## src/ocss_consts.svh

```systemverilog
// Offsets, fields, reset values and oscillator timing constants.
// Included by both design modules and the bench of the clock source switch.
`ifndef OCSS_CONSTS_SVH
`define OCSS_CONSTS_SVH

`define OCSS_STATUS_OFS   8'h00
`define OCSS_TRIM_OFS     8'h04
`define OCSS_CONFIG_OFS   8'h08
`define OCSS_PULLUP_OFS   8'h0C

`define OCSS_ECG_BIT      0
`define OCSS_ENG_BIT      1
`define OCSS_IRUN_BIT     2
`define OCSS_OUTEN_BIT    0

`define OCSS_TRIM_RST     8'h80
`define OCSS_SRC_INT      2'h0
`define OCSS_SRC_EXT      2'h1
`define OCSS_SRC_RC       2'h2
`define OCSS_SRC_XTAL     2'h3

`define OCSS_INT_KHZ      12800
`define OCSS_HCLK_KHZ     50000
`define OCSS_INC_NOM      16'((`OCSS_INT_KHZ * 65536) / `OCSS_HCLK_KHZ)
`define OCSS_INC_STEP     16'h0022
`define OCSS_INC_TOP      (`OCSS_INC_NOM + `OCSS_INC_STEP * 16'h0080)

`endif

```

## src/ocss_pkg.sv

```systemverilog
// Types for the oscillator clock source switch.
// Numeric constants live in ocss_consts.svh.
package ocss_pkg;
    typedef enum logic [2:0] {
        sw_idle, sw_probe, sw_align, sw_flag, sw_done
    } ocss_sw_state_t;
endpackage

```

## src/ocss_sw_if.sv

```systemverilog
// Signals between the register side and the switch controller.
// Both ends run on hclk.
`timescale 1ns/100ps
`default_nettype none
interface ocss_sw_if;
    logic gen_req;
    logic ext_sel;
    logic int_clk;
    logic ext_lvl;
    logic use_ext;
    logic engaged;
    logic int_run;
    modport ctl (output gen_req, ext_sel, int_clk,
                 input  ext_lvl, use_ext, engaged, int_run);
    modport sw  (input  gen_req, ext_sel, int_clk,
                 output ext_lvl, use_ext, engaged, int_run);
endinterface
`default_nettype wire

```

## src/ocss_top.sv

```systemverilog
// Oscillator clock source control: AHB-Lite registers, internal
// oscillator model, output clock generation and second-pin routing.
// Assumes one 50 MHz hclk; pin buffers and analog cells sit outside.
`include "ocss_consts.svh"
`timescale 1ns/100ps
`default_nettype none
module ocss_top
    import ocss_pkg::*;
(
    // Clock and reset
    input  wire logic        hclk,
    input  wire logic        hresetn,
    // AHB-Lite slave
    input  wire logic        hsel,
    input  wire logic [31:0] haddr,
    input  wire logic [1:0]  htrans,
    input  wire logic        hwrite,
    input  wire logic [2:0]  hsize,
    input  wire logic [31:0] hwdata,
    input  wire logic        hready,
    output logic             hreadyout,
    output logic             hresp,
    output logic [31:0]      hrdata,
    // System integration controls
    input  wire logic        sys_osc_enable,
    input  wire logic        stop_mode,
    // First oscillator pin
    input  wire logic        clk_in_pin,
    output logic             clk_in_is_clock,
    // Second oscillator pin
    input  wire logic        clk_out_pin_i,
    output logic             clk_out_pin_o,
    output logic             clk_out_pin_oe,
    // Port bit 4 user side
    input  wire logic        port_a_bit4_out,
    input  wire logic        port_a_bit4_dir,
    output logic             port_a_bit4_in,
    // Generated clocks
    output logic             clk_times_four,
    output logic             clk_times_two,
    output logic             internal_osc_clk
);

    ocss_sw_if sw ();

    ocss_switch ocss_switch_inst (
        .hclk       (hclk),
        .hresetn    (hresetn),
        .clk_in_pin (clk_in_pin),
        .sw         (sw.sw)
    );

    // ---- Bus data phase tracking ----
    logic       dp_wr;
    logic       dp_rd;
    logic       rd_done;
    logic [7:0] dp_addr;

    wire logic acc = hsel & hready & htrans[1];

    // One wait state on reads so a preceding write is visible
    always_ff @(posedge hclk or negedge hresetn) begin
        if (!hresetn) begin
            dp_wr   <= 1'b0;
            dp_rd   <= 1'b0;
            rd_done <= 1'b0;
            dp_addr <= 8'h00;
        end else begin
            dp_wr   <= acc & hwrite;
            rd_done <= dp_rd & ~rd_done;
            if (acc & ~hwrite)
                dp_rd <= 1'b1;
            else if (rd_done)
                dp_rd <= 1'b0;
            if (acc)
                dp_addr <= haddr[7:0];
        end
    end

    assign hreadyout = ~(dp_rd & ~rd_done);
    assign hresp     = 1'b0;

    // ---- Register decode ----
    wire logic hit_stat = dp_addr == `OCSS_STATUS_OFS;
    wire logic hit_trim = dp_addr == `OCSS_TRIM_OFS;
    wire logic hit_cfg  = dp_addr == `OCSS_CONFIG_OFS;
    wire logic hit_pue  = dp_addr == `OCSS_PULLUP_OFS;

    wire logic wr_stat = dp_wr & hit_stat;
    wire logic wr_trim = dp_wr & hit_trim;
    wire logic wr_cfg  = dp_wr & hit_cfg;
    wire logic wr_pue  = dp_wr & hit_pue;

    // ---- Software registers ----
    logic       ext_gen_enable;
    logic [7:0] osc_trim_reg;
    logic [1:0] source_select;
    logic       clock_out_enable;

    // Trim resets to mid-scale; factory value is software's job
    always_ff @(posedge hclk or negedge hresetn) begin
        if (!hresetn) begin
            ext_gen_enable   <= 1'b0;
            osc_trim_reg     <= `OCSS_TRIM_RST;
            source_select    <= `OCSS_SRC_INT;
            clock_out_enable <= 1'b0;
        end else begin
            if (wr_stat)
                ext_gen_enable <= hwdata[`OCSS_ECG_BIT];
            if (wr_trim)
                osc_trim_reg <= hwdata[7:0];
            if (wr_cfg)
                source_select <= hwdata[1:0];
            if (wr_pue)
                clock_out_enable <= hwdata[`OCSS_OUTEN_BIT];
        end
    end

    // ---- Read data ----
    logic [31:0] stat_word;
    logic [31:0] rd_mux;

    always_comb begin
        stat_word = 32'h0000_0000;
        stat_word[`OCSS_ECG_BIT]  = ext_gen_enable;
        stat_word[`OCSS_ENG_BIT]  = sw.engaged;
        stat_word[`OCSS_IRUN_BIT] = sw.int_run;
    end

    assign rd_mux = hit_stat ? stat_word :
                    hit_trim ? {24'h00_0000, osc_trim_reg} :
                    hit_cfg  ? {30'h0000_0000, source_select} :
                    hit_pue  ? {31'h0000_0000, clock_out_enable} :
                    32'h0000_0000;

    always_ff @(posedge hclk or negedge hresetn) begin
        if (!hresetn)
            hrdata <= 32'h0000_0000;
        else if (dp_rd & ~rd_done)
            hrdata <= rd_mux;
    end

    // ---- Mode decode ----
    wire logic mode_int  = source_select == `OCSS_SRC_INT;
    wire logic mode_ext  = source_select == `OCSS_SRC_EXT;
    wire logic mode_xtal = source_select == `OCSS_SRC_XTAL;

    // Oscillator enable and stop both gate the selected source
    wire logic osc_run = sys_osc_enable & ~stop_mode;

    assign sw.gen_req = ext_gen_enable;
    assign sw.ext_sel = ~mode_int;
    assign sw.int_clk = internal_osc_clk;

    assign clk_in_is_clock = ~mode_int;

    // ---- Internal oscillator ----
    // Phase accumulator: resolution is one hclk, so only the mean
    // period follows the trim; edges jitter by up to 20 ns.
    logic [15:0] osc_phase;

    wire logic [15:0] osc_inc =
        16'(`OCSS_INC_TOP - `OCSS_INC_STEP * {8'h00, osc_trim_reg});
    wire logic osc_go = osc_run & sw.int_run;

    always_ff @(posedge hclk or negedge hresetn) begin
        if (!hresetn)
            osc_phase <= 16'h0000;
        else if (osc_go)
            osc_phase <= osc_phase + osc_inc;
        else
            osc_phase <= 16'h0000;
    end

    assign internal_osc_clk = osc_phase[15];

    // ---- Output clocks ----
    wire logic src_lvl  = sw.use_ext ? sw.ext_lvl : internal_osc_clk;
    wire logic next_x4  = osc_run & src_lvl;
    wire logic x4_rise  = next_x4 & ~clk_times_four;

    // Divider cleared while halted so both clocks rest low
    always_ff @(posedge hclk or negedge hresetn) begin
        if (!hresetn) begin
            clk_times_four <= 1'b0;
            clk_times_two  <= 1'b0;
        end else begin
            clk_times_four <= next_x4;
            if (!osc_run)
                clk_times_two <= 1'b0;
            else if (x4_rise)
                clk_times_two <= ~clk_times_two;
        end
    end

    // ---- Second pin routing ----
    // Enable bit only matters in internal or RC mode
    wire logic pin_is_clk = ~mode_ext & ~mode_xtal & clock_out_enable;
    wire logic next_pin_o = mode_xtal  ? ~sw.ext_lvl :
                            pin_is_clk ? clk_times_four :
                            port_a_bit4_out;
    wire logic next_pin_oe = mode_xtal | pin_is_clk | port_a_bit4_dir;

    always_ff @(posedge hclk or negedge hresetn) begin
        if (!hresetn) begin
            clk_out_pin_o  <= 1'b0;
            clk_out_pin_oe <= 1'b0;
        end else begin
            clk_out_pin_o  <= next_pin_o;
            clk_out_pin_oe <= next_pin_oe;
        end
    end

    // ---- Port bit 4 input ----
    logic pa_s1, pa_s2, pa_s3;

    always_ff @(posedge hclk or negedge hresetn) begin
        if (!hresetn) begin
            {pa_s1, pa_s2, pa_s3} <= 3'h0;
            port_a_bit4_in <= 1'b0;
        end else begin
            pa_s1 <= clk_out_pin_i;
            pa_s2 <= pa_s1;
            pa_s3 <= pa_s2;
            if (pa_s2 == pa_s3)
                port_a_bit4_in <= pa_s3;
        end
    end

    // ---- Checks ----
    chk_trim_period: assert property (@(posedge hclk) disable iff (!hresetn)
        osc_trim_reg > $past(osc_trim_reg) |-> osc_inc < $past(osc_inc))
        else $error("larger trim did not slow the oscillator");

    chk_gen_reset: assert property (@(posedge hclk) disable iff (!hresetn)
        $rose(hresetn) |-> !ext_gen_enable) else $error("enable bit set out of reset");

    chk_x2_follows: assert property (@(posedge hclk) disable iff (!hresetn)
        $changed(clk_times_two) && osc_run |-> $rose(clk_times_four))
        else $error("x2 changed without x4 rising");

    chk_stop_halts: assert property (@(posedge hclk) disable iff (!hresetn)
        stop_mode |=> !clk_times_four && !clk_times_two)
        else $error("clocks ran in stop mode");

    chk_osc_enable: assert property (@(posedge hclk) disable iff (!hresetn)
        !sys_osc_enable ##1 !sys_osc_enable |-> !clk_times_four && osc_phase == 16'h0000)
        else $error("source ran while disabled");

    chk_ext_port: assert property (@(posedge hclk) disable iff (!hresetn)
        mode_ext |=> clk_out_pin_oe == $past(port_a_bit4_dir)
                     && clk_out_pin_o == $past(port_a_bit4_out))
        else $error("external mode pin is not the port bit");

    chk_xtal_pin: assert property (@(posedge hclk) disable iff (!hresetn)
        mode_xtal |=> clk_out_pin_oe && clk_out_pin_o == !$past(sw.ext_lvl))
        else $error("crystal mode pin is not the amplifier output");

    chk_clk_out: assert property (@(posedge hclk) disable iff (!hresetn)
        pin_is_clk |=> clk_out_pin_oe && clk_out_pin_o == $past(clk_times_four))
        else $error("clock output not on second pin");

    chk_int_stops: assert property (@(posedge hclk) disable iff (!hresetn)
        !sw.int_run |=> !internal_osc_clk) else $error("internal clock after stop");

    chk_ext_input: assert property (@(posedge hclk) disable iff (!hresetn)
        !mode_int |-> clk_in_is_clock) else $error("first pin not clock input");

    chk_read_wait: assert property (@(posedge hclk) disable iff (!hresetn)
        acc && !hwrite |=> !hreadyout ##1 hreadyout)
        else $error("read answer not after one wait state");

    // Bus side
    chk_write_fast: assert property (@(posedge hclk) disable iff (!hresetn)
        acc && hwrite |=> hreadyout)
        else $error("write answered with a wait state");

    chk_rdata_holds: assert property (@(posedge hclk) disable iff (!hresetn)
        !(dp_rd && !rd_done) |=> $stable(hrdata))
        else $error("read data moved outside a read");

    chk_unmapped_zero: assert property (@(posedge hclk) disable iff (!hresetn)
        dp_rd && !rd_done && !(hit_stat || hit_trim || hit_cfg || hit_pue)
        |=> hrdata == 32'h0000_0000)
        else $error("unmapped read not zero");

    chk_trim_read: assert property (@(posedge hclk) disable iff (!hresetn)
        dp_rd && !rd_done && hit_trim |=> hrdata == {24'h00_0000, $past(osc_trim_reg)})
        else $error("trim read back wrong");

    chk_trim_store: assert property (@(posedge hclk) disable iff (!hresetn)
        wr_trim |=> osc_trim_reg == $past(hwdata[7:0]))
        else $error("trim write lost");

    chk_trim_reset: assert property (@(posedge hclk) disable iff (!hresetn)
        $rose(hresetn) |-> osc_trim_reg == `OCSS_TRIM_RST)
        else $error("trim not mid-scale out of reset");

    chk_gen_store: assert property (@(posedge hclk) disable iff (!hresetn)
        wr_stat |=> ext_gen_enable == $past(hwdata[`OCSS_ECG_BIT]))
        else $error("generator enable write lost");

    chk_cfg_store: assert property (@(posedge hclk) disable iff (!hresetn)
        wr_cfg |=> source_select == $past(hwdata[1:0]))
        else $error("source select write lost");

    chk_cfg_reset: assert property (@(posedge hclk) disable iff (!hresetn)
        $rose(hresetn) |-> mode_int && !clock_out_enable)
        else $error("not internal source out of reset");

    chk_pue_store: assert property (@(posedge hclk) disable iff (!hresetn)
        wr_pue |=> clock_out_enable == $past(hwdata[`OCSS_OUTEN_BIT]))
        else $error("clock output enable write lost");

    // Clock and second pin side
    chk_int_restart: assert property (@(posedge hclk) disable iff (!hresetn)
        $rose(hresetn) |-> sw.int_run && !sw.engaged && !sw.use_ext)
        else $error("internal oscillator not running out of reset");

    chk_int_mode: assert property (@(posedge hclk) disable iff (!hresetn)
        mode_int |-> !clk_in_is_clock && !sw.ext_sel)
        else $error("first pin taken as clock in internal mode");

    chk_x4_int: assert property (@(posedge hclk) disable iff (!hresetn)
        osc_run && !sw.use_ext |=> clk_times_four == $past(internal_osc_clk))
        else $error("x4 does not follow internal clock");

    chk_x4_ext: assert property (@(posedge hclk) disable iff (!hresetn)
        osc_run && sw.use_ext |=> clk_times_four == $past(sw.ext_lvl))
        else $error("x4 does not follow external clock");

    chk_x2_halves: assert property (@(posedge hclk) disable iff (!hresetn)
        $rose(clk_times_four) |-> $changed(clk_times_two))
        else $error("x2 missed an x4 rise");

    chk_halt_phase: assert property (@(posedge hclk) disable iff (!hresetn)
        !osc_run |=> osc_phase == 16'h0000 && !clk_times_two)
        else $error("oscillator ran while halted");

    chk_port_pin: assert property (@(posedge hclk) disable iff (!hresetn)
        !mode_xtal && !pin_is_clk |=> clk_out_pin_oe == $past(port_a_bit4_dir)
                                      && clk_out_pin_o == $past(port_a_bit4_out))
        else $error("second pin is not the port bit");

    chk_pin_filter: assert property (@(posedge hclk) disable iff (!hresetn)
        $changed(port_a_bit4_in) |-> $past(pa_s2) == $past(pa_s3))
        else $error("port input changed before filter agreed");

endmodule
`default_nettype wire

```

## src/ocss_switch.sv

```systemverilog
// Internal-to-external changeover controller.
// Assumes clk_in_pin is asynchronous and at most about hclk/6.
`include "ocss_consts.svh"
`timescale 1ns/100ps
`default_nettype none
module ocss_switch
    import ocss_pkg::*;
(
    // Clock and reset
    input  wire logic hclk,
    input  wire logic hresetn,
    // First oscillator pin
    input  wire logic clk_in_pin,
    // Register side
    ocss_sw_if.sw     sw
);
    logic           ext_s1, ext_s2, ext_s3, ext_lvl;
    logic           req_s1, req_s2;
    logic           use_ext, engaged, int_run;
    logic [1:0]     edges;
    ocss_sw_state_t state;

    // Level changes only once two later stages agree
    wire logic ext_rise = (ext_s2 == ext_s3) & ext_s3 & ~ext_lvl;
    wire logic both_low = ~sw.int_clk & ~ext_lvl;

    always_ff @(posedge hclk or negedge hresetn) begin
        if (!hresetn) begin
            {ext_s1, ext_s2, ext_s3, ext_lvl} <= 4'h0;
            {req_s1, req_s2} <= 2'h0;
        end else begin
            ext_s1 <= clk_in_pin;
            ext_s2 <= ext_s1;
            ext_s3 <= ext_s2;
            if (ext_s2 == ext_s3)
                ext_lvl <= ext_s3;
            req_s1 <= sw.gen_req;
            req_s2 <= req_s1;
        end
    end

    // Once done, only reset leaves sw_done; no clock monitor exists
    always_ff @(posedge hclk or negedge hresetn) begin
        if (!hresetn) begin
            state   <= sw_idle;
            edges   <= 2'h0;
            use_ext <= 1'b0;
            engaged <= 1'b0;
            int_run <= 1'b1;
        end else begin
            case (state)
                sw_idle: begin
                    edges <= 2'h0;
                    if (req_s2 & sw.ext_sel)
                        state <= sw_probe;
                end
                sw_probe: begin
                    if (!req_s2)
                        state <= sw_idle;
                    else if (ext_rise) begin
                        edges <= edges + 2'h1;
                        if (edges == 2'h1)
                            state <= sw_align;
                    end
                end
                sw_align: begin
                    // Both low: no shortened pulse at the mux
                    if (both_low) begin
                        use_ext <= 1'b1;
                        state   <= sw_flag;
                    end
                end
                sw_flag: begin
                    engaged <= 1'b1;
                    state   <= sw_done;
                end
                sw_done: int_run <= 1'b0;
                default: state <= sw_idle;
            endcase
        end
    end

    assign sw.ext_lvl = ext_lvl;
    assign sw.use_ext = use_ext;
    assign sw.engaged = engaged;
    assign sw.int_run = int_run;

    chk_two_edges: assert property (@(posedge hclk) disable iff (!hresetn)
        $rose(use_ext) |-> edges == 2'h2) else $error("switch before two edges");
    chk_glitch_free: assert property (@(posedge hclk) disable iff (!hresetn)
        $rose(use_ext) |-> !$past(sw.int_clk) && !$past(ext_lvl))
        else $error("switch while a clock was high");
    chk_engage_order: assert property (@(posedge hclk) disable iff (!hresetn)
        $rose(engaged) |-> int_run ##1 !int_run) else $error("engage order wrong");
    chk_no_return: assert property (@(posedge hclk) disable iff (!hresetn)
        engaged |=> engaged && use_ext && !int_run) else $error("fell back to internal");
endmodule
`default_nettype wire

```

## config.mk

```make
export PLATFORM = sky130hd
export DESIGN_NAME = ocss_top
export DESIGN_NICKNAME = d
export VERILOG_FILES = /design/src/ocss_pkg.sv /design/src/ocss_sw_if.sv /design/src/ocss_top.sv /design/src/ocss_switch.sv
export VERILOG_INCLUDE_DIRS = /design/src /design/src/src
export SDC_FILE = /design/constraint.sdc
export NUM_CORES = 1
export LEC_CHECK = 0
export BUFFER_PORTS_ARGS = -buffer_cell sky130_fd_sc_hd__clkbuf_2
export CAP_MARGIN = 20
export CORE_UTILIZATION = 52
export DETAILED_ROUTE_END_ITERATION = 8
export PLACE_DENSITY = 0.8
export REMOVE_ABC_BUFFERS = 1
export SYNTH_ARGS = -nofsm -noshare
export SYNTH_HDL_FRONTEND = slang
export SYNTH_HIERARCHICAL = 1
export SYNTH_SLANG_ARGS = --single-unit
```

## constraint.sdc

```tcl
create_clock -name hclk -period 4.35 [get_ports hclk]
set_clock_uncertainty 0.1 [all_clocks]
set_input_delay 0.2175 -clock hclk [delete_from_list [all_inputs] [get_ports hclk]]
set_output_delay 0.2175 -clock hclk [all_outputs]
set_load 0.03 [all_outputs]
```

* Word-level counts from Yosys, hierarchy flattened
Cells that the tools add are included.
** Storage, ports and cells
- Register bits after elaboration :: 93
- Input port bits :: 80
- Output and inout port bits :: 41
** Cells by class
- Add/subtract/negate cells :: 3
- $mul :: 1
- Equality and inequality tests :: 19
- Mux-type cells :: 21
- Bitwise operators :: 33
- Reduce and logical (&&, ||, !) cells :: 8
** Operators by type and width (number)
- bitwise AND 1 bit :: 19
- adder 16 bit :: 1
- == test 8 x 4 -> 1 bit (second input constant) :: 2
- two-way mux 16 bit :: 1
- two-way mux 8 bit :: 2
- subtractor 15 x 14 -> 16 bit (first input constant) :: 1
- two-way mux 3 bit :: 5
- case mux 3 bit (5 select lines) :: 1
- multiplier 5 x 8 -> 13 bit (first input constant) :: 1
- inverter 1 bit :: 12
- inequality test 2 x 1 -> 1 bit (second input constant) :: 5
- == test 8 x 3 -> 1 bit (second input constant) :: 1
- logical NOT 8 bit :: 1
- two-way mux 1 bit :: 8
- == test 3 x 2 -> 1 bit (second input constant) :: 2
- two-way mux 2 bit :: 3
- inequality test 3 bit (second input constant) :: 2
- AND reduction 5 bit :: 1
- == test 2 x 1 -> 1 bit (second input constant) :: 2
- case mux 2 bit (2 select lines) :: 1
- nonzero test 2 bit :: 2
- == test 3 x 1 -> 1 bit (second input constant) :: 1
- == test 3 bit (second input constant) :: 1
- logical NOT 3 bit :: 1
- other kinds (7) :: 9

* Logic depth before layout (Yosys ltp)
- Depth in word-level cells :: 6
- Depth in mapped cells :: 15
- Depth with buffers taken out :: 15

* Modules after synthesis
The synthesis kept the hierarchy.
** Modules (own cells, without submodules)
- ocss_top :: instances 1, cells an instance 313, area each 3339.5 sq um, sequential area each 1377.6 sq um
- ocss_switch :: instances 1, cells an instance 45, area each 559.3 sq um, sequential area each 351.6 sq um

* Worst setup path after synthesis
OpenSTA, ideal clock, no wires.
- Kind :: reg-to-reg
- Start point :: register osc_trim_reg[5]
- End point :: register osc_phase[15]
- Library setup time :: 0.079 ns
- Data arrival time :: 3.437 ns
- Data required time :: 4.171 ns
- Slack :: 0.734 ns
- Cell stages (with the launch flop) :: 16
- Clock period less this slack :: 3.616 ns
- Cell sequence :: dfrtp_1 ha_1 ha_1 fa_1 a21o_1 a21oi_1 nor2_1 xor2_1 ha_1 inv_1 ha_1 and2_1 a221oi_1 a21oi_1 nor3_1 mux2i_1
** On the way
- Cells in the longest elaborated chain, start to end :: 4
** RTL lines
- start: declaration :: RTL line ocss_top.sv:96 : logic [7:0] osc_trim_reg;
- start signal: assignment :: RTL line ocss_top.sv:104 : osc_trim_reg <= `OCSS_TRIM_RST;
- start signal: assignment :: RTL line ocss_top.sv:111 : osc_trim_reg <= hwdata[7:0];
- multiplier 5 x 8 -> 13 bit (no line)
- subtractor 15 x 14 -> 16 bit (no line)
- adder 16 bit :: RTL line ocss_top.sv:170 : osc_phase <= osc_phase + osc_inc;
- two-way mux 16 bit :: RTL line ocss_top.sv:169 : else if (osc_go)
- end signal: assignment :: RTL line ocss_top.sv:170
- end: declaration :: RTL line ocss_top.sv:160 : logic [15:0] osc_phase;
Every way passes these cells.
A chain may end at the register's enable or synchronous reset.

* Final worst setup path
- Start point :: register osc_trim_reg[1]
- End point :: register osc_phase[15]
Same word-level chain as after synthesis.

==> flow_metrics.py <==
metrics = {
    "sta": {
        "setup_viol": 0,
        "rsz0062_at_grt": "no",
        "slew_viol_final": 0,
        "hold_viol": 0,
        "post-route-period-util_pct": 93.18,
        "worstMarginPinSlew_ns": 0.5847,
        "fin_crit_ns": 4.053,
        "setup_tns_ns": 0,
        "max_freq_mhz": 246.7,
        "relSlewSlack_pct": 60.61,
        "setup_slack_ns": 0.2967,
    },
    "clocking": {
        "cts_max_level": 3,
        "root_buffer": "clkbuf_8",
        "clockBufferDepth": 2,
        "cts_buffers": 9,
        "path_clk_slew_ns": 0.07,
        "cts_tree": "done",
        "clkLatencyLatePin_ns": 0.36,
        "cts_resized": 0,
        "cts.sinks": 69,
    },
    "floorplan": {
        "die_w_um": 88.59,
        "core_um2": 7253,
        "rows": 31,
        "initial_core_util_pct": 53.75,
        "ios": 121,
        "dieHeight_um": 88.59,
        "fp.dieArea_um2": 7848,
    },
    "final_layout": {
        "nets": 544,
        "regMostFlops": "osc_phase",
        "drive_above_1_share_pct": 21.40,
        "antenna_cells": 0,
        "area.growth.synth_to_final_pct": 16.21,
        "largest_register_ffs": 16,
        "fin_area_um2": 4531,
        "final_util_pct": 62.46,
        "num-fill-cells": 574,
        "multiInputGateArea_um2": 1966,
        "seq_area_um2": 1729,
    },
    "synthesis": {
        "synth-edff-count": 0,
        "yosysTopAreaCell": "dfrtp_1",
        "syn_area_um2": 3899,
        "syn_area_per_cell_um2": 10.89,
        "post-synth-top-count-cell": "dfrtp_1",
        "ys_top_cells_by_area": "dfrtp_1, ha_1, mux2_2",
        "ys.flop_type": "dfrtp_1",
        "post-synth-top-area-fraction_pct": 43.00,
        "post_synth_num_cell_types": 58,
        "yosys_warnings": 6,
        "ys_ff_latch": 69,
        "seq_area_frac_synth_pct": 44.35,
        "async_flop_share_pct": 100.0,
        "postSynthCellCount": 358,
        "synthTopCellsByCount": "dfrtp_1, ha_1, buf_4, inv_1, nand2_1",
    },
    "power": {
        "p_int_mw": 1.229,
        "p_leak_nw": 2.300,
        "p_total_mw": 1.819,
        "clkPwrFrac_pct": 33.5,
        "p_seq_share_pct": 41.4,
        "ir_worst_vdd_v": 0.0002168,
        "p_sw_mw": 0.5900,
        "combinationalPowerShare_pct": 25.1,
        "p_sw_share_pct": 32.43,
        "powerDensity_nw_per_um2": 401.6,
    },
    "job": {
        "drv_cap": 0,
    },
    "place": {
        "gp_congestion": 0.8552,
        "dp_slack_ns": 0.3795,
        "dpl.hpwl_um": 5449,
        "port_buffers": 43,
        "post_dp_cell_area_um2": 4139,
    },
    "worst_setup_path": {
        "critPathKind": "reg -> reg",
        "worst_setup_path_start_kind": "flop",
        "cp-end-kind": "flop",
        "arrival_ns": 4.23,
        "worstPathRequired_ns": 4.53,
        "critPathMaxFanout": 5,
    },
    "drt": {
        "wl_per_cell_um": 14.35,
        "ant_nets": 0,
        "vias": 2806,
        "drt-total-wl_um": 7593,
        "drt_iter0_markers": 161,
        "dr.pass1.iters": 4,
        "vias_per_cell": 5.304,
        "drc_errors": 0,
    },
    "global_route": {
        "grt_util_all_layers_pct": 21.49,
        "grt_pass1_wl_um": 12460,
        "antenna_found_initial": 0,
        "grt_pass1_vias": 2673,
        "grt_max_degree": 45,
        "grt_overflow": 0,
    },
    "outcome": {
        "status": "finished clean",
    },
    "hold_path": {
        "hold_class": "in -> reg",
    },
}
==> routing by layer <==
metal / routed length (um) / share of wire (%) / track usage (%) / vias up
met3: 255 / 3.4 / 5.970 / 11
met2: 3698 / 49 / 33.22 / 74
met1: 3537 / 47 / 29.28 / 1366
met5: 0 / 0 / 0 / -
li1: - / - / - / 1355
met4: 102 / 1.3 / 7.331 / 0
==> worst max-delay path: stages (launching register included) <==
cell and delay, ns:
dfrtp_1 0.42, ha_1 0.31, ha_1 0.22, fa_1 0.41, a21o_1 0.18, a21oi_1 0.22, nor2_1 0.08, xor2_1 0.15
ha_1 0.27, inv_1 0.04, ha_1 0.34, and2_1 0.19, a221oi_1 0.35, a21oi_1 0.11, nor3_1 0.35, mux2i_1 0.23
==> layout make-up <==
type,count,area share [%]
multi-input cells,260,43.39
flip-flops and latches,69,38.17
repair buffers,61,8.616
clock buffers,10,3.038
well taps,99,2.734
clock inverters,6,2.071
inverters,24,1.988
==> layout by cell type (no fill, tap or decap), types with 6 or more instances in the layout <==
cell type / Yosys / routed
mux2_2: 21 / 21
clkbuf_8: 0 / 10
nor2_1: 20 / 20
inv_1: 24 / 24
nor2b_1: 7 / 7
o21a_1: 7 / 7
conb_1: 1 / 25
nor3_1: 12 / 12
nand2_1: 22 / 22
a21oi_1: 11 / 11
a211oi_1: 6 / 6
dfrtp_1: 67 / 67
a21o_1: 7 / 7
mux2i_1: 7 / 7
o21ai_0: 11 / 11
ha_1: 37 / 37
dlygate4sd3_1: 0 / 16
clkbuf_2: 0 / 42
==> through the flow <==
step	hold WS (ns)	std cells
CTS	0.006564	528
detailed placement	0.1510	497
floorplan	-0.1781	353
finish	0.02696	529
global route	0.01302	529
global placement	0.1519	497
==> kinds of logic after synthesis <==
group           share of synthesized area [%]
compound gates                          11.33
xor+xnor                                2.022
fa+ha+maj                               13.16
buf+inv                                 7.542
flops                                   44.35
mux                                     8.440
other cells                           0.09618
simple gates                            13.06
==> what timing repair did <==
item                                   4_1_cts  5_1_grt
endpoints found under the hold margin       39        1
setup buffers                                0        0
hold buffers                                15        1
==> path summary, 6_finish.rpt <==
path | from | to | slack (ns) | cells past startpoint
setup reg to reg | osc_trim_reg[1] | osc_phase[15] | 0.30 | 15
min in group asynchronous | hresetn | ocss_switch_inst/edges[0] | 0.29 | 2
max in group asynchronous | hresetn | osc_trim_reg[7] | 2.88 | 3
setup / recovery | osc_trim_reg[1] | osc_phase[15] | 0.30 | 15
hold reg to reg | ocss_switch_inst/req_s1 | ocss_switch_inst/req_s2 | 0.25 | 0
hold / removal | hwdata[6] | osc_trim_reg[6] | 0.03 | 2
==> power groups by stage <==
stage                     registers [mW]  logic (mW)  clock network [mW]
after floorplan                    0.762       0.329                   0
after global placement             0.762       0.424                   0
after detailed placement           0.764       0.442                   0
after CTS                          0.753       0.455               0.617
after global routing               0.761       0.511               0.655
final                              0.753       0.456               0.610
Note: power is estimated with default switching activity, not from simulation.
